## src/hw/dmrr_pkg.sv

```systemverilog
// Constants and carrier types for the memory read response framer
`default_nettype none
package dmrr_pkg;
    localparam logic [7:0]  SYNC_BYTE   = 8'h55;
    localparam logic [7:0]  RESP_CODE   = 8'hc1;
    localparam logic [7:0]  STAT_OK     = 8'h00;
    localparam logic [7:0]  STAT_BUSY   = 8'h01;
    localparam logic [7:0]  STAT_BUSERR = 8'h02;
    localparam logic [7:0]  FILL_BYTE   = 8'h00;
    localparam logic [15:0] LEN_EXTRA   = 16'h0003;
    localparam logic [15:0] ONE_16      = 16'h0001;
    localparam logic [31:0] ADDR_STEP   = 32'h0000_0001;

    typedef enum logic [3:0] {
        ST_IDLE, ST_SYNC, ST_CODE, ST_LENH, ST_LENL, ST_FETCH, ST_DATA,
        ST_STAT, ST_REMH, ST_REML, ST_CRCH, ST_CRCL
    } dmrr_state_e;

    typedef struct packed {
        logic [31:0] addr;
        logic [15:0] count;
    } dmrr_req_s;

    typedef struct packed {
        logic       valid;
        logic       busy;
        logic       err;
        logic [7:0] data;
    } dmrr_busrsp_s;
endpackage : dmrr_pkg
`default_nettype wire

```

## src/hw/dmrr_framer.sv

```systemverilog
// Memory read response frame builder for the single-wire debug link
//
// Function
// [RULE_01] Frame order: 55, C1, length, data MSB first, status, remaining, CRC.
// [RULE_02] Status 00 success, 01 access bus busy, 02 wrong address.
// [RULE_03] Fault-free read sends status zero and remaining count zero.
// [RULE_04] After a fault the full data field is still sent, filler bytes.
// [RULE_05] Remaining count holds field bytes still unsent when the fault hit; the code sends that count plus three.
// [RULE_06] Length equals data byte count plus three.
`default_nettype none
module dmrr_framer (
    input  wire logic                  ref_clk,
    input  wire logic                  rst_b,
    input  wire logic                  ce,
    input  wire logic                  reqValid,
    input  wire dmrr_pkg::dmrr_req_s   req,
    output logic                       reqReady,
    output logic                       busReq,
    output logic [31:0]                busAddr,
    input  wire dmrr_pkg::dmrr_busrsp_s busRsp,
    input  wire logic [15:0]           crcValue,
    output logic                       txValid,
    output logic [7:0]                 txByte,
    input  wire logic                  txReady,
    output logic                       frameDone
);
    // ***********************************
    // State
    // ***********************************
    dmrr_pkg::dmrr_state_e stateQ, stateD;
    logic [31:0] addrQ;
    logic [15:0] lenQ;
    logic [15:0] leftQ;
    logic [15:0] remQ;
    logic [7:0]  statusQ;
    logic [7:0]  dataQ;
    logic        faultQ;

    function automatic logic [7:0] hi(input logic [15:0] v);
        return v[15:8];
    endfunction : hi

    function automatic logic [7:0] lo(input logic [15:0] v);
        return v[7:0];
    endfunction : lo

    // ***********************************
    // Decode
    // ***********************************
    wire        start     = reqValid && reqReady;
    wire        rspTaken  = (stateQ == dmrr_pkg::ST_FETCH) && busRsp.valid && ce;
    wire        rspFault  = busRsp.busy || busRsp.err;
    wire [7:0]  rspStatus = busRsp.busy ? dmrr_pkg::STAT_BUSY          // RULE_02
                          : (busRsp.err ? dmrr_pkg::STAT_BUSERR : dmrr_pkg::STAT_OK);
    wire        emitting  = (stateQ != dmrr_pkg::ST_IDLE) && (stateQ != dmrr_pkg::ST_FETCH);
    wire        inReady;
    logic [7:0] emitByte;
    wire        emit      = emitting && inReady;
    wire        lastData  = (leftQ == dmrr_pkg::ONE_16);
    wire [15:0] lenField  = lenQ + dmrr_pkg::LEN_EXTRA;                // RULE_06

    assign reqReady  = ce && (stateQ == dmrr_pkg::ST_IDLE);
    assign busReq    = ce && (stateQ == dmrr_pkg::ST_FETCH);
    assign busAddr   = addrQ;
    assign frameDone = emit && (stateQ == dmrr_pkg::ST_CRCL);

    // Byte offered in each emitting state, in frame order
    always_comb begin
        unique case (stateQ)                                              // RULE_01
            dmrr_pkg::ST_SYNC: emitByte = dmrr_pkg::SYNC_BYTE;
            dmrr_pkg::ST_CODE: emitByte = dmrr_pkg::RESP_CODE;
            dmrr_pkg::ST_LENH: emitByte = hi(lenField);
            dmrr_pkg::ST_LENL: emitByte = lo(lenField);
            dmrr_pkg::ST_DATA: emitByte = faultQ ? dmrr_pkg::FILL_BYTE : dataQ; // RULE_04
            dmrr_pkg::ST_STAT: emitByte = statusQ;
            dmrr_pkg::ST_REMH: emitByte = hi(remQ);
            dmrr_pkg::ST_REML: emitByte = lo(remQ);
            dmrr_pkg::ST_CRCH: emitByte = hi(crcValue);
            dmrr_pkg::ST_CRCL: emitByte = lo(crcValue);
            default:           emitByte = dmrr_pkg::FILL_BYTE;
        endcase
    end

    // ***********************************
    // Sequencer
    // ***********************************
    always_comb begin
        stateD = stateQ;
        unique case (stateQ)
            dmrr_pkg::ST_IDLE:  if (start) stateD = dmrr_pkg::ST_SYNC;
            dmrr_pkg::ST_SYNC:  if (emit) stateD = dmrr_pkg::ST_CODE;
            dmrr_pkg::ST_CODE:  if (emit) stateD = dmrr_pkg::ST_LENH;
            dmrr_pkg::ST_LENH:  if (emit) stateD = dmrr_pkg::ST_LENL;
            dmrr_pkg::ST_LENL: begin
                if (emit) begin
                    stateD = (lenQ == 16'h0000) ? dmrr_pkg::ST_STAT : dmrr_pkg::ST_FETCH;
                end
            end
            dmrr_pkg::ST_FETCH: if (rspTaken) stateD = dmrr_pkg::ST_DATA;
            dmrr_pkg::ST_DATA: begin
                if (emit) begin
                    if (lastData) begin
                        stateD = dmrr_pkg::ST_STAT;
                    end else if (faultQ) begin
                        stateD = dmrr_pkg::ST_DATA;
                    end else begin
                        stateD = dmrr_pkg::ST_FETCH;
                    end
                end
            end
            dmrr_pkg::ST_STAT:  if (emit) stateD = dmrr_pkg::ST_REMH;
            dmrr_pkg::ST_REMH:  if (emit) stateD = dmrr_pkg::ST_REML;
            dmrr_pkg::ST_REML:  if (emit) stateD = dmrr_pkg::ST_CRCH;
            dmrr_pkg::ST_CRCH:  if (emit) stateD = dmrr_pkg::ST_CRCL;
            dmrr_pkg::ST_CRCL:  if (emit) stateD = dmrr_pkg::ST_IDLE;
            default:            stateD = dmrr_pkg::ST_IDLE;
        endcase
    end

    always_ff @(posedge ref_clk or negedge rst_b) begin
        if (!rst_b) begin
            stateQ <= dmrr_pkg::ST_IDLE;
        end else if (ce) begin
            stateQ <= stateD;
        end
    end

    // ***********************************
    // Frame data path
    // ***********************************
    always_ff @(posedge ref_clk or negedge rst_b) begin
        if (!rst_b) begin
            addrQ   <= 32'h0000_0000;
            lenQ    <= 16'h0000;
            leftQ   <= 16'h0000;
            remQ    <= 16'h0000;
            statusQ <= dmrr_pkg::STAT_OK;
            dataQ   <= 8'h00;
            faultQ  <= 1'b0;
        end else if (ce) begin
            if (start) begin
                addrQ   <= req.addr;
                lenQ    <= req.count;
                leftQ   <= req.count;
                remQ    <= 16'h0000;                                     // RULE_03
                statusQ <= dmrr_pkg::STAT_OK;                            // RULE_03
                faultQ  <= 1'b0;
            end
            // A fault stops further reads; the rest of the field is filler
            if (rspTaken) begin
                dataQ <= busRsp.data;
                addrQ <= addrQ + dmrr_pkg::ADDR_STEP;
                if (rspFault) begin
                    faultQ  <= 1'b1;                                     // RULE_04
                    statusQ <= rspStatus;                                // RULE_02
                    remQ    <= leftQ + dmrr_pkg::LEN_EXTRA;              // RULE_05
                end
            end
            if (emit && stateQ == dmrr_pkg::ST_DATA) begin
                leftQ <= leftQ - dmrr_pkg::ONE_16;
            end
        end
    end

    dmrr_out_reg u_out (
        .ref_clk  (ref_clk),
        .rst_b    (rst_b),
        .ce       (ce),
        .inValid  (emitting),
        .inByte   (emitByte),
        .inReady  (inReady),
        .outValid (txValid),
        .outByte  (txByte),
        .outReady (txReady)
    );

    // ***********************************
    // Checks
    // ***********************************
    chk_sync_then_code: assert property (@(posedge ref_clk) disable iff (!rst_b)   // RULE_01
        emit && stateQ == dmrr_pkg::ST_SYNC
        |=> txByte == dmrr_pkg::SYNC_BYTE && txValid == ce && stateQ == dmrr_pkg::ST_CODE)
        else $error("Sync byte not sent first");
    chk_code_value: assert property (@(posedge ref_clk) disable iff (!rst_b)       // RULE_01
        emit && stateQ == dmrr_pkg::ST_CODE |-> emitByte == dmrr_pkg::RESP_CODE)
        else $error("Wrong response code");
    chk_status_code: assert property (@(posedge ref_clk) disable iff (!rst_b)      // RULE_02
        rspTaken && busRsp.err && !busRsp.busy |=> statusQ == dmrr_pkg::STAT_BUSERR)
        else $error("Bus error not reported as 02");
    chk_busy_status: assert property (@(posedge ref_clk) disable iff (!rst_b)      // RULE_02
        rspTaken && busRsp.busy |=> statusQ == dmrr_pkg::STAT_BUSY)
        else $error("Busy access bus not reported as 01");
    chk_clean_trailer: assert property (@(posedge ref_clk) disable iff (!rst_b)    // RULE_03
        emit && stateQ == dmrr_pkg::ST_STAT && !faultQ
        |-> emitByte == dmrr_pkg::STAT_OK && remQ == 16'h0000)
        else $error("Clean read without zero status and count");
    chk_fault_fill: assert property (@(posedge ref_clk) disable iff (!rst_b)       // RULE_04
        emit && stateQ == dmrr_pkg::ST_DATA && faultQ && !lastData
        |=> stateQ == dmrr_pkg::ST_DATA && leftQ == $past(leftQ) - dmrr_pkg::ONE_16)
        else $error("Data field cut short after fault");
    chk_no_read_fault: assert property (@(posedge ref_clk) disable iff (!rst_b)    // RULE_04
        faultQ |-> !busReq)
        else $error("Bus read issued after a fault");
    chk_fault_remain: assert property (@(posedge ref_clk) disable iff (!rst_b)     // RULE_05
        rspTaken && rspFault && !faultQ |=> remQ == $past(leftQ) + dmrr_pkg::LEN_EXTRA)
        else $error("Remaining count wrong after fault");
    chk_length_field: assert property (@(posedge ref_clk) disable iff (!rst_b)     // RULE_06
        emit && stateQ == dmrr_pkg::ST_LENL |-> emitByte == lo(lenQ + dmrr_pkg::LEN_EXTRA))
        else $error("Length field not data plus three");
    chk_length_high: assert property (@(posedge ref_clk) disable iff (!rst_b)      // RULE_06
        emit && stateQ == dmrr_pkg::ST_LENH |-> emitByte == hi(lenQ + dmrr_pkg::LEN_EXTRA))
        else $error("Length high byte wrong");
    chk_no_bus_idle: assert property (@(posedge ref_clk) disable iff (!rst_b)
        stateQ == dmrr_pkg::ST_IDLE |-> !busReq)
        else $error("Bus request outside a frame");

    cov_clean_frame: cover property (@(posedge ref_clk) disable iff (!rst_b)
        frameDone && !faultQ);
    cov_busy_frame: cover property (@(posedge ref_clk) disable iff (!rst_b)
        frameDone && statusQ == dmrr_pkg::STAT_BUSY);
    cov_err_frame: cover property (@(posedge ref_clk) disable iff (!rst_b)
        frameDone && statusQ == dmrr_pkg::STAT_BUSERR);
    cov_empty_frame: cover property (@(posedge ref_clk) disable iff (!rst_b)
        frameDone && lenQ == 16'h0000);
    cov_fill_byte: cover property (@(posedge ref_clk) disable iff (!rst_b)
        emit && stateQ == dmrr_pkg::ST_DATA && faultQ);
endmodule : dmrr_framer
`default_nettype wire

```

## src/hw/dmrr_out_reg.sv

```systemverilog
// One-byte output holding register with valid/ready on both sides
`default_nettype none
module dmrr_out_reg (
    input  wire logic       ref_clk,
    input  wire logic       rst_b,
    input  wire logic       ce,
    input  wire logic       inValid,
    input  wire logic [7:0] inByte,
    output logic            inReady,
    output logic            outValid,
    output logic [7:0]      outByte,
    input  wire logic       outReady
);
    logic       validQ;
    logic [7:0] byteQ;
    wire        load = inValid && inReady;

    assign inReady  = ce && (!validQ || outReady);
    // Offer is withdrawn while frozen so the consumer cannot take a byte twice
    assign outValid = ce && validQ;
    assign outByte  = byteQ;

    always_ff @(posedge ref_clk or negedge rst_b) begin
        if (!rst_b) begin
            validQ <= 1'b0;
            byteQ  <= 8'h00;
        end else if (ce) begin
            if (load) begin
                validQ <= 1'b1;
                byteQ  <= inByte;
            end else if (outReady) begin
                validQ <= 1'b0;
            end
        end
    end

    chk_hold_stable: assert property (@(posedge ref_clk) disable iff (!rst_b)
        validQ && !outReady && ce |=> validQ && $stable(byteQ))
        else $error("Output byte changed while stalled");
endmodule : dmrr_out_reg
`default_nettype wire

```

## config.mk

```make
export PLATFORM = sky130hd
export DESIGN_NAME = dmrr_framer
export DESIGN_NICKNAME = d
export VERILOG_FILES = /design/src/hw/dmrr_pkg.sv /design/src/hw/dmrr_framer.sv /design/src/hw/dmrr_out_reg.sv
export SDC_FILE = /design/constraint.sdc
export NUM_CORES = 1
export LEC_CHECK = 0
export BUFFER_PORTS_ARGS = -buffer_cell sky130_fd_sc_hd__buf_2
export CAP_MARGIN = 20
export CORE_MARGIN = 3
export CORE_UTILIZATION = 45
export DETAILED_ROUTE_END_ITERATION = 8
export GPL_TIMING_DRIVEN = 0
export PLACE_DENSITY = 0.77
export SLEW_MARGIN = 40
export SYNTH_ARGS = -nofsm -noshare
export SYNTH_HDL_FRONTEND = slang
export SYNTH_SLANG_ARGS = --single-unit
export TNS_END_PERCENT = 5
```

## constraint.sdc

```tcl
create_clock -name ref_clk -period 2.2 [get_ports ref_clk]
set_input_delay 0.22 -clock ref_clk [delete_from_list [all_inputs] [get_ports ref_clk]]
set_output_delay 0.22 -clock ref_clk [all_outputs]
set_load 0.01 [all_outputs]
```

==> impl_results.md <==
* Syn nets at 839
* Final worst path period share at 99.4%
* Layout net count at 980
* Die height at 126 µm
* Area Growth Syn to Fin at 20.5%
* Longest Clk Path Bufs at 2
* RSZ-0062 raised after global routing: true
* Layout cells sized above 1 at roughly 23%
* Syn Area/Cell at between 8 and 9 µm²
* Worst path cell trace: buf_4 -> clkbuf_4 -> nor3_1 -> and4_1 -> nand3_1 -> a41oi_1
* Final Power at 8.34 mW
* Final Hold Viols at 0
* First-pass GRT wire length at 32900 µm
* Starting Density at 46.4%
* Total Routed Length at around 21000 µm
* Grt total ovfl at 0
* Leak at 3.51 nW
* All-Layer GR Usage at 25.7%
* Post-synth EDFFs at 0
* Min cycle time layout at 2.19 ns
* CP Data Arrival Time at around 2.5 ns
* Crit-path max FO at 10
* CTS H-tree lvls at 3
* Largest net degree at the start of global routing at 65
* Fin. max-slew vios at 0
* Initial antenna violation count at 1
* Ant diodes at 0
* Detailed router's first-iteration violation count at 800
* Yosys cell types at 77
* Mapped Area at roughly 6500 µm²
* M1 wire length at about 9300 µm
* DRT Pass-1 Iters at 5
* Setup_tns at 0 ns
* Post-synthesis cell count at 755
* Post-synthesis async set-or-reset flop share at 100%
* Slew at the pin closest to its max-slew limit at approximately 0.71 ns
* I/O pins at 124
* Site row count at between 40 and 50
* DRC Markers at 0
* Slowest cell on crit path: nor3_1
* Top layer in use: met5
* Yosys reg bits at between 100 and 150
* GP Congestion at 0.986
* Clk_lat worst skew at around 0.37 ns
* Cells after DPL at 1059
* CTS clk-pin slew, worst paths at roughly 0.07 ns
* Max_cap viols at 0
* Critical path launch point type: register
* Worst vdd ir at approximately 0.44 mV
* DR vias/cell at roughly 6
* Outcome: finished clean
* Post-route ant nets at 0
* Post-synth top flop: dfrtp_1
* Design Area, Final at 7850 µm²
* Port bufs at 123
* Hold Path Class: in -> reg
* Slew HR at a little over half
* Power Density at 1060 nW/µm²
* Met3 WL at 1170 µm
* WL/cell at roughly 19 µm
* Post-Layout Cell Count at approximately 1100
* Core Area at 14000 µm²
* Met2 wire len at 9640 µm
* Fillers at 1306
* Die ar. at 16000 µm²
* Clock Skew at 0.0141 ns
* Worst EP required at 2.46 ns
* Crit end category: register
* Sink Count at 110
* Die W at 126 µm
* Final setup violation count at 0
* CP bufs+invs at 2
* TritonCTS clock tree: yes
* YS warnings at 0
* Cts bufs inserted at 9
* Top delay family on crit path: simple AND/OR/NAND/NOR gates
* Crit Path Class: reg -> reg
* Vias at around 6500
* Max Clk Rate at 457 MHz
* Placed cell area at 7390 µm²
* Sequential share of the synthesized area at 42.3%
* Vias in the first global route at 6026
* Crit path largest cell delay at around 0.54 ns
* Root Driver: clkbuf_16
* Final HPWL DP at 15500 µm
sequential cells by signal (all words and copies together) (netlist names):
name and flops:
lenQ 16, u_out.outByte 8, remQ 16, u_out.validQ 1, statusQ 8, busAddr 32, faultQ 1, leftQ 16
stateQ 4, dataQ 8
through the flow:
stage          setup WS, ns  util [%]  hold WS, ns
2_1_floorplan         0.119         -      -0.0756
3_3_place_gp         -0.414      52.4        0.415
3_5_place_dp         -0.332      52.7        0.142
4_1_cts             -0.0275      55.3       0.0421
5_1_grt              -0.121      55.9       0.0608
6_report             0.0142      55.9       0.0517
per-layer routing:
layer	global-route usage, %	vias up
met3	4.72	44
met5	0	-
met4	10.1	2
met1	35.9	3148
li1	-	3067
met2	40.0	245
cell families after synthesis:
| family | synth area share, % |
|---|---|
| AOI/OAI and AO/OA | 19.1 |
| xor gates and xnor gates | 4.17 |
| adders and majority gates | 0.768 |
| buffers and inverters | 4.55 |
| DFF | 42.3 |
| muxes | 2.42 |
| and+or+nand+nor | 26.7 |
cells in the mapped netlist, types with 3 or more instances:
master,number,area (µm²)
a211oi_1,11,82.6
xor2_1,14,123
nor4_1,8,50.1
or3_1,4,25.0
nand2b_1,8,50.1
mux2i_1,9,90.1
ha_1,4,50.1
buf_2,21,105
dfrtp_1,110,2750
o211ai_1,14,105
a2111oi_0,4,35.0
nor2_1,48,180
a221oi_1,3,26.3
and2_1,5,31.3
o22ai_1,8,50.1
or2_1,3,18.8
nor3_1,19,95.1
and4_1,7,61.3
o21ai_0,19,95.1
xnor2_1,17,149
o221ai_1,4,35.0
nor3b_1,3,22.5
nand4_1,18,113
a311oi_1,7,61.3
inv_1,16,60.1
a211o_1,3,26.3
clkbuf_1,29,109
nor2b_1,4,25.0
nor4b_1,4,35.0
nand2_1,131,492
o221a_2,3,33.8
o311ai_1,7,61.3
o21ai_1,28,140
a32oi_1,3,26.3
a21oi_1,25,125
nand3_1,45,225
o32ai_1,4,35.0
a31oi_1,3,18.8
and3_1,23,144
a22oi_1,9,67.6
worst min-delay path, cell delays in order:
cell and delay (ns):
buf_2 0.07, nand2_1 0.04, nand2_1 0.05
path summary, 6_finish.rpt:
path / startpoint / slack, ns / cells past startpoint / to
worst max-delay path: stateQ[0]$_DFFE_PN0P_ / 0.01 / 6 / stateQ[1]$_DFFE_PN0P_
max in group asynchronous: rst_b / 1.22 / 3 / stateQ[0]$_DFFE_PN0P_
min in group asynchronous: rst_b / 0.34 / 2 / busAddr[7]$_DFFE_PN0P_
worst min-delay path: busRsp[7] / 0.05 / 3 / dataQ[7]$_DFFE_PN0P_
worst min register to register: dataQ[6]$_DFFE_PN0P_ / 0.49 / 2 / dataQ[6]$_DFFE_PN0P_
worst max register to register: stateQ[0]$_DFFE_PN0P_ / 0.01 / 6 / stateQ[1]$_DFFE_PN0P_
report_power, final:
part           internal (mW)  switching, mW
combinational           1.39           1.94
sequential              2.66          0.752
clock                  0.806          0.789
placed cells by master (no fill, tap or decap), drive strengths merged, types with 6 or more instances in the layout:
| cell type | netlist | routed |
|---|---|---|
| nor4 | 10 | 10 |
| xor2 | 14 | 14 |
| o22ai | 8 | 8 |
| o211ai | 14 | 14 |
| and4 | 7 | 7 |
| o311ai | 9 | 9 |
| and3 | 23 | 23 |
| inv | 17 | 18 |
| nand2b | 8 | 8 |
| a21oi | 25 | 25 |
| nand3 | 45 | 45 |
| o21ai | 47 | 47 |
| dfrtp | 110 | 110 |
| buf | 24 | 153 |
| a311oi | 7 | 7 |
| clkbuf | 29 | 39 |
| nand2 | 131 | 131 |
| a211oi | 11 | 11 |
| nand4 | 19 | 19 |
| a22oi | 9 | 9 |
| nor3 | 20 | 20 |
| xnor2 | 17 | 17 |
| mux2i | 9 | 9 |
| nor2 | 48 | 48 |
| and2 | 6 | 6 |
timing repair:
action,4_1_cts,5_1_grt
hold buffers,1,0
pin swaps,0,3
endpoints found under the setup margin,65,84
endpoints found under the hold margin,46,0
gates resized for setup,20,25
gates cloned,0,0
setup buffers,1,4
layout make-up:
cell class                 count  area [µm²]  share of cell area (%)
multi-input combinational    575        3560                    45.4
sequential                   110        2760                    35.1
timing repair buffer         130         701                    8.92
buffer                        53         260                    3.31
clock buffer                  10         239                    3.04
tap                          180         225                    2.87
inverter                      17        63.8                   0.813
clock inverter                 6        46.3                   0.590
No activity file was read; power rests on OpenSTA's default activity.
